<file path="src/rtl/shunt_mon_pkg.sv">
// Constants, register map and types for the shunt monitor sequencer
// How it works
// - All six signals: five conversions between revisits
// - Shunt only, three channels: two between
// - Full sequence is three times shunt plus bus
// - Shunt and bus times set apart, shared
// - Lone signal reconverts with no gap
// - Conversion length ignores other channel enables
// - Time settings span 140 us to 8.244 ms
// - Critical and warning open-drain pins pull low; PV and TC tied off
// - Each single shunt sample meets critical limit
// - Critical pin low when channel over limit
// - Critical limits reset to positive full scale
// - Limit writes act at once, anytime
// - Per-channel critical flags show the source
// - Sum selected single shunt samples into register
// - Summation off, or two or three channels
// - Sum over sum limit pulls critical low
// - Separate summation flag bit
// - Warning compares averaged shunt values
// - Average updated after every channel conversion
// - Averaging strength follows averaging field
// - Warning pin low on average over limit
// - Per-channel warning flags show the source
// - Mode 111: shunt then bus per channel
// - Disabled channels are skipped
// - Average adds scaled difference to stored value
// - Ready flag set when sequence completes
package shunt_mon_pkg;
   // Clock period and selectable conversion times
   localparam int unsigned CLK_NS = 5;
   localparam int unsigned T_US [8] = '{140, 204, 332, 588, 1100, 2116, 4156, 8244};
   // Least time rounds up to whole cycles
   function automatic int unsigned us_to_cyc(input int unsigned us);
      return (us * 1000 + CLK_NS - 1) / CLK_NS;
   endfunction
   localparam int unsigned CONV_CYC_DEF [8] = '{us_to_cyc(T_US[0]), us_to_cyc(T_US[1]),
      us_to_cyc(T_US[2]), us_to_cyc(T_US[3]), us_to_cyc(T_US[4]), us_to_cyc(T_US[5]),
      us_to_cyc(T_US[6]), us_to_cyc(T_US[7])};
   localparam int unsigned CNT_W = 21;
   // Register byte offsets; per-channel registers step by four
   localparam logic [7:0] OFS_CFG = 8'h00;
   localparam logic [7:0] OFS_SHUNT0 = 8'h04;
   localparam logic [7:0] OFS_BUS0 = 8'h10;
   localparam logic [7:0] OFS_CRIT0 = 8'h1C;
   localparam logic [7:0] OFS_WARN0 = 8'h28;
   localparam logic [7:0] OFS_SUM = 8'h34;
   localparam logic [7:0] OFS_SUMLIM = 8'h38;
   localparam logic [7:0] OFS_MASK = 8'h3C;
   // Configuration fields
   localparam int CFG_RST_B = 15;
   localparam int CFG_EN_LSB = 12;
   localparam int CFG_AVG_LSB = 9;
   localparam int CFG_BCT_LSB = 6;
   localparam int CFG_SCT_LSB = 3;
   localparam int CFG_MODE_LSB = 0;
   // Mask/enable fields
   localparam int MSK_SUMSEL_LSB = 12;
   localparam int MSK_CRIT_LSB = 7;
   localparam int MSK_SUMF_B = 6;
   localparam int MSK_WARN_LSB = 3;
   localparam int MSK_RDY_B = 0;
   // Reset values
   localparam logic [15:0] CFG_RESET = 16'h7127;
   localparam logic [15:0] LIM_RESET = 16'h7FFF;
   localparam logic [17:0] SUMLIM_RESET = 18'h1FFFF;
   // Bus responses
   localparam logic [1:0] RESP_OK = 2'h0;
   localparam logic [1:0] RESP_SLVERR = 2'h2;
   // Sequencer states
   typedef enum logic [1:0] {ST_IDLE = 2'b01, ST_CONV = 2'b10} seq_state_e;
endpackage

</file>
<file path="src/rtl/shunt_monitor.sv">
// Sequencer, averaging, limit alerts and AXI4-Lite registers of the shunt monitor
`timescale 1ns/100ps
`default_nettype none
module shunt_monitor #(
   parameter int unsigned CONV_CYC [8] = shunt_mon_pkg::CONV_CYC_DEF
) (
   input wire logic aclk,
   input wire logic aresetn,
   input wire logic [7:0] awaddr,
   input wire logic awvalid,
   output logic awready,
   input wire logic [31:0] wdata,
   input wire logic [3:0] wstrb,
   input wire logic wvalid,
   output logic wready,
   output logic [1:0] bresp,
   output logic bvalid,
   input wire logic bready,
   input wire logic [7:0] araddr,
   input wire logic arvalid,
   output logic arready,
   output logic [31:0] rdata,
   output logic [1:0] rresp,
   output logic rvalid,
   input wire logic rready,
   output logic adc_start,
   output logic [1:0] adc_chan,
   output logic adc_bus,
   input wire logic [15:0] adc_data,
   output logic crit_alert_o,
   output logic crit_alert_oe,
   output logic warn_alert_o,
   output logic warn_alert_oe,
   output logic pv_alert_o,
   output logic pv_alert_oe,
   output logic tc_alert_o,
   output logic tc_alert_oe
);
   ////////////////////////////////////////////////////////////////////////////
   // Elaboration check on conversion counts
   for (genvar k = 0; k < 8; k++)
   begin : g_chk
      if (CONV_CYC[k] < 2 || CONV_CYC[k] >= (1 << shunt_mon_pkg::CNT_W))
      begin : g_bad
         $error("Conversion count out of range");
      end
   end

   // Byte-lane merge for 16-bit registers
   function automatic logic [15:0] wmerge(input logic [15:0] old, input logic [31:0] d, input logic [3:0] s);
      return {s[1] ? d[15:8] : old[15:8], s[0] ? d[7:0] : old[7:0]};
   endfunction
   // Mapped address test, shared by read and write
   function automatic logic addr_hit(input logic [7:0] a);
      return a[1:0] == 2'b00 && a <= shunt_mon_pkg::OFS_MASK;
   endfunction
   // Next enabled slot after cur, with wrap mark
   function automatic logic [3:0] next_slot(input logic [2:0] cur, input logic [5:0] en);
      logic [3:0] r;
      logic [2:0] i;
      r = {1'b0, cur};
      for (int k = 6; k >= 1; k--)
      begin
         i = 3'((int'(cur) + k) % 6);
         if (en[i])
            r = {i <= cur, i};
      end
      return r;
   endfunction
   // Running average step
   function automatic logic [15:0] avg(input logic [15:0] old, input logic [15:0] nw, input logic [2:0] sh);
      logic signed [16:0] diff;
      diff = $signed({nw[15], nw}) - $signed({old[15], old});
      return 16'($signed({old[15], old}) + (diff >>> sh));
   endfunction

   ////////////////////////////////////////////////////////////////////////////
   // State
   logic [15:0] cfg_q; // Configuration
   logic [15:0] crit_lim_q [3]; // Critical limits
   logic [15:0] warn_lim_q [3]; // Warning limits
   logic [15:0] raw_q [3]; // Last single shunt samples
   logic [15:0] shunt_q [3]; // Averaged shunt
   logic [15:0] bus_q [3]; // Averaged bus
   logic [17:0] sum_q, sum_lim_q; // Sum and its limit
   logic [2:0] sum_sel_q; // Summation channel select
   logic [2:0] crit_f_q, warn_f_q; // Channel flags
   logic sum_f_q, rdy_q, sw_rst_q, shot_q, single_q;
   shunt_mon_pkg::seq_state_e state_q;
   logic [2:0] slot_q; // Slot: channel*2 + bus
   logic [shunt_mon_pkg::CNT_W-1:0] cnt_q;
   // Bus channel state
   logic aw_got_q, w_got_q, awready_q, wready_q, bvalid_q, arready_q, rvalid_q;
   logic [7:0] awaddr_q;
   logic [31:0] wdata_q, rdata_q;
   logic [3:0] wstrb_q;
   logic [1:0] bresp_q, rresp_q;
   logic adc_start_q, adc_bus_q, crit_oe_q, warn_oe_q;
   logic [1:0] adc_chan_q;

   // Derived controls
   logic soft_rst, do_wr, cfg_wr, ar_hs, mask_rd, seq_go, conv_done, sum_on;
   logic [5:0] slots;
   logic [3:0] nxt;
   logic [2:0] first;
   assign soft_rst = !aresetn || sw_rst_q;
   assign do_wr = aw_got_q && w_got_q && !bvalid_q;
   assign cfg_wr = do_wr && awaddr_q == shunt_mon_pkg::OFS_CFG;
   assign ar_hs = arvalid && arready_q;
   assign mask_rd = ar_hs && araddr == shunt_mon_pkg::OFS_MASK;
   // Slot enables from channel enables and mode
   for (genvar c = 0; c < 3; c++)
   begin : g_slot
      assign slots[2*c] = cfg_q[shunt_mon_pkg::CFG_EN_LSB+c] && cfg_q[0];
      assign slots[2*c+1] = cfg_q[shunt_mon_pkg::CFG_EN_LSB+c] && cfg_q[1];
   end
   assign first = 3'(next_slot(3'd5, slots));
   assign nxt = next_slot(slot_q, slots);
   assign seq_go = state_q == shunt_mon_pkg::ST_IDLE && slots != 6'h00 && (cfg_q[2] || shot_q) && !cfg_wr;
   assign conv_done = state_q == shunt_mon_pkg::ST_CONV && cnt_q == 1 && !cfg_wr;
   assign sum_on = (sum_sel_q[0] + sum_sel_q[1] + sum_sel_q[2]) >= 2'd2;

   // Cycles of a slot from its shared time field
   function automatic logic [shunt_mon_pkg::CNT_W-1:0] cyc_of(input logic [2:0] s, input logic [15:0] cfg);
      return shunt_mon_pkg::CNT_W'(s[0] ? CONV_CYC[cfg[shunt_mon_pkg::CFG_BCT_LSB +: 3]]
                                        : CONV_CYC[cfg[shunt_mon_pkg::CFG_SCT_LSB +: 3]]);
   endfunction

   ////////////////////////////////////////////////////////////////////////////
   // Conversion sequencer
   always_ff @(posedge aclk)
   begin
      if (soft_rst)
      begin
         state_q <= shunt_mon_pkg::ST_IDLE;
         slot_q <= 3'h0;
         cnt_q <= '0;
         single_q <= 1'b0;
         adc_start_q <= 1'b0;
         adc_chan_q <= 2'h0;
         adc_bus_q <= 1'b0;
      end
      else
      begin
         adc_start_q <= 1'b0;
         case (state_q)
            shunt_mon_pkg::ST_IDLE:
            begin
               // Start a pass when running or a shot is pending
               if (seq_go)
               begin
                  state_q <= shunt_mon_pkg::ST_CONV;
                  slot_q <= first;
                  cnt_q <= cyc_of(first, cfg_q);
                  single_q <= !cfg_q[2];
                  adc_start_q <= 1'b1;
                  adc_chan_q <= first[2:1];
                  adc_bus_q <= first[0];
               end
            end
            shunt_mon_pkg::ST_CONV:
            begin
               if (cfg_wr)
                  state_q <= shunt_mon_pkg::ST_IDLE; // New setting restarts
               else if (conv_done)
               begin
                  if (nxt[3] && single_q)
                     state_q <= shunt_mon_pkg::ST_IDLE;
                  else
                  begin
                     // Next conversion starts without gap
                     slot_q <= nxt[2:0];
                     cnt_q <= cyc_of(nxt[2:0], cfg_q);
                     adc_start_q <= 1'b1;
                     adc_chan_q <= nxt[2:1];
                     adc_bus_q <= nxt[0];
                  end
               end
               else
                  cnt_q <= cnt_q - 1'b1;
            end
            default:
               state_q <= shunt_mon_pkg::ST_IDLE;
         endcase
      end
   end

   // Pending single shot, armed by a config write
   always_ff @(posedge aclk)
   begin
      if (soft_rst)
         shot_q <= 1'b0;
      else if (cfg_wr)
         shot_q <= !wdata_q[2] && wdata_q[1:0] != 2'b00;
      else if (seq_go)
         shot_q <= 1'b0;
   end

   ////////////////////////////////////////////////////////////////////////////
   // Results, averaging and sum
   always_ff @(posedge aclk)
   begin
      if (soft_rst)
      begin
         raw_q <= '{default: 16'h0000};
         shunt_q <= '{default: 16'h0000};
         bus_q <= '{default: 16'h0000};
         sum_q <= 18'h00000;
      end
      else
      begin
         if (conv_done && !slot_q[0])
         begin
            raw_q[slot_q[2:1]] <= adc_data;
            shunt_q[slot_q[2:1]] <= avg(shunt_q[slot_q[2:1]], adc_data, cfg_q[11:9]);
         end
         if (conv_done && slot_q[0])
            bus_q[slot_q[2:1]] <= avg(bus_q[slot_q[2:1]], adc_data, cfg_q[11:9]);
         // Sum of selected single samples
         sum_q <= sum_on ? 18'($signed(sum_sel_q[0] ? raw_q[0] : 16'h0000)
                             + $signed(sum_sel_q[1] ? raw_q[1] : 16'h0000)
                             + $signed(sum_sel_q[2] ? raw_q[2] : 16'h0000)) : 18'h00000;
      end
   end

   // Limit comparison flags, strictly greater, signed
   for (genvar c = 0; c < 3; c++)
   begin : g_flag
      always_ff @(posedge aclk)
      begin
         if (soft_rst)
         begin
            crit_f_q[c] <= 1'b0;
            warn_f_q[c] <= 1'b0;
         end
         else
         begin
            crit_f_q[c] <= $signed(raw_q[c]) > $signed(crit_lim_q[c]);
            warn_f_q[c] <= $signed(shunt_q[c]) > $signed(warn_lim_q[c]);
         end
      end
   end

   // Summation flag and alert pins
   always_ff @(posedge aclk)
   begin
      if (soft_rst)
      begin
         sum_f_q <= 1'b0;
         crit_oe_q <= 1'b0;
         warn_oe_q <= 1'b0;
      end
      else
      begin
         sum_f_q <= sum_on && $signed(sum_q) > $signed(sum_lim_q);
         crit_oe_q <= |crit_f_q || sum_f_q;
         warn_oe_q <= |warn_f_q;
      end
   end

   // Conversion-ready flag; a set beats a clear
   always_ff @(posedge aclk)
   begin
      if (soft_rst)
         rdy_q <= 1'b0;
      else if (conv_done && nxt[3])
         rdy_q <= 1'b1;
      else if (mask_rd || (cfg_wr && wdata_q[1:0] != 2'b00))
         rdy_q <= 1'b0;
   end

   ////////////////////////////////////////////////////////////////////////////
   // Software registers
   always_ff @(posedge aclk)
   begin
      if (soft_rst)
      begin
         cfg_q <= shunt_mon_pkg::CFG_RESET;
         crit_lim_q <= '{default: shunt_mon_pkg::LIM_RESET};
         warn_lim_q <= '{default: shunt_mon_pkg::LIM_RESET};
         sum_lim_q <= shunt_mon_pkg::SUMLIM_RESET;
         sum_sel_q <= 3'h0;
         sw_rst_q <= 1'b0;
      end
      else if (do_wr)
      begin
         if (cfg_wr)
         begin
            cfg_q <= wmerge(cfg_q, wdata_q, wstrb_q) & 16'h7FFF;
            sw_rst_q <= wstrb_q[1] && wdata_q[shunt_mon_pkg::CFG_RST_B];
         end
         for (int c = 0; c < 3; c++)
         begin
            if (awaddr_q == shunt_mon_pkg::OFS_CRIT0 + 8'(4 * c))
               crit_lim_q[c] <= wmerge(crit_lim_q[c], wdata_q, wstrb_q);
            if (awaddr_q == shunt_mon_pkg::OFS_WARN0 + 8'(4 * c))
               warn_lim_q[c] <= wmerge(warn_lim_q[c], wdata_q, wstrb_q);
         end
         if (awaddr_q == shunt_mon_pkg::OFS_SUMLIM)
         begin
            if (wstrb_q[0]) sum_lim_q[7:0] <= wdata_q[7:0];
            if (wstrb_q[1]) sum_lim_q[15:8] <= wdata_q[15:8];
            if (wstrb_q[2]) sum_lim_q[17:16] <= wdata_q[17:16];
         end
         if (awaddr_q == shunt_mon_pkg::OFS_MASK && wstrb_q[1])
            sum_sel_q <= wdata_q[shunt_mon_pkg::MSK_SUMSEL_LSB +: 3];
      end
   end

   // Read value for an address
   logic [31:0] rd_val;
   always_comb
   begin
      rd_val = 32'h0000_0000;
      if (araddr == shunt_mon_pkg::OFS_CFG)
         rd_val[15:0] = cfg_q;
      for (int c = 0; c < 3; c++)
      begin
         if (araddr == shunt_mon_pkg::OFS_SHUNT0 + 8'(4 * c)) rd_val[15:0] = shunt_q[c];
         if (araddr == shunt_mon_pkg::OFS_BUS0 + 8'(4 * c)) rd_val[15:0] = bus_q[c];
         if (araddr == shunt_mon_pkg::OFS_CRIT0 + 8'(4 * c)) rd_val[15:0] = crit_lim_q[c];
         if (araddr == shunt_mon_pkg::OFS_WARN0 + 8'(4 * c)) rd_val[15:0] = warn_lim_q[c];
      end
      if (araddr == shunt_mon_pkg::OFS_SUM) rd_val[17:0] = sum_q;
      if (araddr == shunt_mon_pkg::OFS_SUMLIM) rd_val[17:0] = sum_lim_q;
      if (araddr == shunt_mon_pkg::OFS_MASK)
      begin
         rd_val[shunt_mon_pkg::MSK_SUMSEL_LSB +: 3] = sum_sel_q;
         rd_val[shunt_mon_pkg::MSK_CRIT_LSB +: 3] = crit_f_q;
         rd_val[shunt_mon_pkg::MSK_SUMF_B] = sum_f_q;
         rd_val[shunt_mon_pkg::MSK_WARN_LSB +: 3] = warn_f_q;
         rd_val[shunt_mon_pkg::MSK_RDY_B] = rdy_q;
      end
   end

   ////////////////////////////////////////////////////////////////////////////
   // AXI4-Lite write channels
   logic aw_got_d, w_got_d, bvalid_d;
   assign aw_got_d = (aw_got_q || (awvalid && awready_q)) && !do_wr;
   assign w_got_d = (w_got_q || (wvalid && wready_q)) && !do_wr;
   assign bvalid_d = do_wr || (bvalid_q && !bready);
   always_ff @(posedge aclk)
   begin
      if (!aresetn)
      begin
         {aw_got_q, w_got_q, bvalid_q, awready_q, wready_q} <= 5'h00;
         awaddr_q <= 8'h00;
         wdata_q <= 32'h0000_0000;
         wstrb_q <= 4'h0;
         bresp_q <= shunt_mon_pkg::RESP_OK;
      end
      else
      begin
         aw_got_q <= aw_got_d;
         w_got_q <= w_got_d;
         bvalid_q <= bvalid_d;
         awready_q <= !aw_got_d && !bvalid_d;
         wready_q <= !w_got_d && !bvalid_d;
         if (awvalid && awready_q) awaddr_q <= awaddr;
         if (wvalid && wready_q)
         begin
            wdata_q <= wdata;
            wstrb_q <= wstrb;
         end
         if (do_wr)
            bresp_q <= addr_hit(awaddr_q) ? shunt_mon_pkg::RESP_OK : shunt_mon_pkg::RESP_SLVERR;
      end
   end

   // AXI4-Lite read channels
   logic rvalid_d;
   assign rvalid_d = ar_hs || (rvalid_q && !rready);
   always_ff @(posedge aclk)
   begin
      if (!aresetn)
      begin
         {arready_q, rvalid_q} <= 2'h0;
         rdata_q <= 32'h0000_0000;
         rresp_q <= shunt_mon_pkg::RESP_OK;
      end
      else
      begin
         rvalid_q <= rvalid_d;
         arready_q <= !rvalid_d;
         if (ar_hs)
         begin
            rdata_q <= rd_val;
            rresp_q <= addr_hit(araddr) ? shunt_mon_pkg::RESP_OK : shunt_mon_pkg::RESP_SLVERR;
         end
      end
   end

   // Port drive; open-drain pins only pull low
   assign {awready, wready, bvalid, bresp} = {awready_q, wready_q, bvalid_q, bresp_q};
   assign {arready, rvalid, rdata, rresp} = {arready_q, rvalid_q, rdata_q, rresp_q};
   assign {adc_start, adc_chan, adc_bus} = {adc_start_q, adc_chan_q, adc_bus_q};
   assign {crit_alert_o, crit_alert_oe, warn_alert_o, warn_alert_oe} = {1'b0, crit_oe_q, 1'b0, warn_oe_q};
   assign {pv_alert_o, pv_alert_oe, tc_alert_o, tc_alert_oe} = 4'h0;
endmodule // shunt_monitor
`default_nettype wire

</file>
<file path="config.mk">
export PLATFORM = sky130hd
export DESIGN_NAME = shunt_monitor
export DESIGN_NICKNAME = d
export VERILOG_FILES = /design/src/rtl/shunt_mon_pkg.sv /design/src/rtl/shunt_monitor.sv
export SDC_FILE = /design/constraint.sdc
export NUM_CORES = 1
export LEC_CHECK = 0
export ABC_AREA = 1
export BUFFER_PORTS_ARGS = -buffer_cell sky130_fd_sc_hd__buf_4
export CORE_AREA = 2 2 331 333
export CTS_CLUSTER_DIAMETER = 30
export DETAILED_ROUTE_END_ITERATION = 12
export DIE_AREA = 0 0 333 335
export HOLD_SLACK_MARGIN = 0.15
export REMOVE_ABC_BUFFERS = 1
export SLEW_MARGIN = 20
export SYNTH_ARGS = -nofsm -noshare
export SYNTH_HDL_FRONTEND = slang
export SYNTH_SLANG_ARGS = --single-unit
export TNS_END_PERCENT = 20
</file>
<file path="constraint.sdc">
create_clock -name aclk -period 6.3 [get_ports aclk]
set_input_delay 0.63 -clock aclk [delete_from_list [all_inputs] [get_ports aclk]]
set_output_delay 0.63 -clock aclk [all_outputs]
set_load 0.05 [all_outputs]
</file>
==> results.cfg <==
[clock_network]
clk_pin_slew_worst_paths_ns = 0.05
cts_sinks = 390
post-cts-setup-buffers = 0
worstSkewPairLatency_ns = 0.67
root_buffer = clkbuf_16
h-tree-depth = 3
cts-hold-fix-buffers = 0
cts_tree = done
cts_max_path_buffers = 3
numCtsBuffers = 104

[floorplan]
die_area_um2 = 111600
ios = 128
rows = 121
fp.dieW_um = 333
core-area_um2 = 108100
initial_core_util = 0.2482
fp.dieH_um = 335

[final_layout]
fin_nets = 4363
final_common_cell = nand2_1
final_area_um2 = 32690
drive_above_1_share = 0.1057
utilization = 0.3024
synthToLayoutAreaGrowth_pct = 21.81
mostFrequentLayoutCells = nand2_1, inv_1, nor2_1
antenna_cells = 0

[synth]
seq_area_frac_synth = 0.2910
synth_warnings = 0
synthFlopType = dfxtp_1
synth.avg_cell_area_um2 = 6.766
synth_edf_count = 0
netlist_area_um2 = 26830
ys_async_sr_fraction = 0
netlist_instances = 3966
ys_types = 61
yosys_register_bits = 390

[critical_path]
cpPeakStageDelay_ns = 0.47
cpLargestDelayFamily = compound AO/OA/AOI/OAI gates
crit_arrival_ns = 6.19
cp.required_ns = 6.80
critical_path_class = flip-flop to flip-flop
cp-start-kind = flip-flop
crit_path_max_fanout = 7
worst-path-buf-inv = 3
crit_top_cell = nand2_1
cp-end-kind = flip-flop
cp_slowest_cell = dfxtp_1

[routing]
drt_iter0_markers = 2368
routedWlPerCell_um = 17.86
wl_um = 98920
vias_per_cell = 4.925
drc_errors = 0
routed-via-count = 27280
first_pass_iters = 6
postRouteAntennaNets = 0

[global_route]
grt_use_total = 0.1708
grt_pass1_vias = 25170
grt_pass1_wl_um = 149000
antenna_found_initial = 0
grt_max_degree = 224
grt-ovfl-total = 0

[place]
port_buffers = 90
dp_slack_ns = 0.6815
gp_congestion = 0.9462
dpl_cell_area_um2 = 28880
dpl.hpwl_um = 75100

[timing]
maxSlewHeadroom = 0.2190
period_minus_slack_ns = 5.687
fmax_mhz = 175.8
hold_viol = 0
rsz0062_at_grt = false
tightest_slew_ns = 1.167
drv_slew = 0
finalWorstSetupSlack_ns = 0.6127
finalSetupViolCount = 0
fin_crit_sh = 0.9027
skew_ns = 0.06247

[pwr]
leakage_nw = 15.32
ir_drop_mv = 0.2484
p_total_w = 0.01221
powerDensity_nw_per_um2 = 373.4

[run]
drv_cap = 0

[min_path]
hp-class = input pin to flip-flop

[outcome]
status = finished, final reports clean
-- flip-flops by register name, indices dropped and copies added, names as in the netlist, 2 cells and up --
name        count
cfg_q          15
shunt_q        48
wdata_q        18
bus_q          48
crit_f_q        3
rdata          18
state_q         2
cnt_q          21
awaddr_q        8
raw_q          48
slot_q          3
sum_lim_q      18
crit_lim_q     48
wstrb_q         3
warn_f_q        3
sum_sel_q       3
warn_lim_q     48
sum_q          18
-- cells by family after synthesis --
group / synth area share
AND/OR/NAND/NOR: 0.2531
AO/OA/AOI/OAI: 0.2112
buffers and inverters: 0.1018
flip-flops: 0.2910
adder cells (fa/ha/maj): 0.1224
XOR/XNOR: 0.01958
multiplexers: 0.0007461
other: 0.0001398
-- synth_stat cells, types with 14 or more instances --
master,n,share of area
a211oi_1,28,0.0078
a21oi_1,349,0.065
buf_2,14,0.0026
buf_4,23,0.0064
clkbuf_1,134,0.019
dfxtp_1,390,0.29
fa_1,21,0.016
ha_1,229,0.11
inv_1,475,0.066
inv_2,17,0.0024
nand2_1,768,0.11
nand2_2,18,0.0042
nand3_1,180,0.034
nand4_1,61,0.014
nor2_1,436,0.061
nor3_1,44,0.0082
nor4_1,15,0.0035
o211ai_1,130,0.036
o21a_1,28,0.0078
o21ai_0,332,0.062
or2_2,31,0.0072
xnor2_1,17,0.0055
xor2_1,43,0.014
-- layer usage --
layer  vias up  global-route usage  part of all wire
met1     12660              0.2219              0.44
met2      1006              0.2799              0.46
met3       217             0.02371             0.062
li1      13410                   -                 -
met5         -                   0                 0
met4         0             0.07808             0.046
-- timing repair --
item / CTS / global route
endpoints found under the hold margin: 0 / 0
resized for setup: 0 / 2
setup endpoints to repair: 0 / 2
-- stage by stage --
| step | std cells | TNS, ns | hold WS (ns) |
|---|---|---|---|
| floorplan | 3800 | -954.95 | 0.4319 |
| global placement | 5346 | 0 | 0.4552 |
| detailed placement | 5346 | 0 | 0.4597 |
| CTS | 5540 | 0 | 0.1941 |
| global route | 5540 | 0 | 0.2409 |
| finish | 5540 | 0 | 0.2219 |
-- path summary, 6_finish.rpt --
check	endpoint	cells after the start	slack (ns)	start
max	shunt_q[13]$_SDFFE_PP0P_	31	0.61	slot_q[2]$_SDFFE_PP0P_
min	awaddr_q[6]$_SDFFE_PN0P_	3	0.22	awaddr[6]
max reg2reg	shunt_q[13]$_SDFFE_PP0P_	31	0.61	slot_q[2]$_SDFFE_PP0P_
min reg2reg	rdata[10]$_SDFFE_PN0P_	2	0.46	rdata[10]$_SDFFE_PN0P_
-- worst min-delay path: stages --
cell	delay [ns]
buf_4	0.07
o21ai_0	0.07
nor2_1	0.07
-- where the power goes --
group          internal (W)  switching, W  total [W]
logic               0.00127       0.00263    0.00391
clock network       0.00390       0.00174    0.00565
registers           0.00255      0.000100    0.00265
total               0.00773       0.00448     0.0122
-- cell type report --
| type | count | area [um^2] |
|---|---|---|
| Fill cell | 11690 | 75410 |
| Multi-Input combinational cell | 2908 | 16430 |
| Sequential cell | 390 | 7807 |
| Clock buffer | 129 | 2846 |
| Inverter | 502 | 1889 |
| Tap cell | 1414 | 1769 |
| Timing Repair Buffer | 132 | 1003 |
| Clock inverter | 65 | 944.7 |
Note: power is estimated with default switching activity, not from simulation.
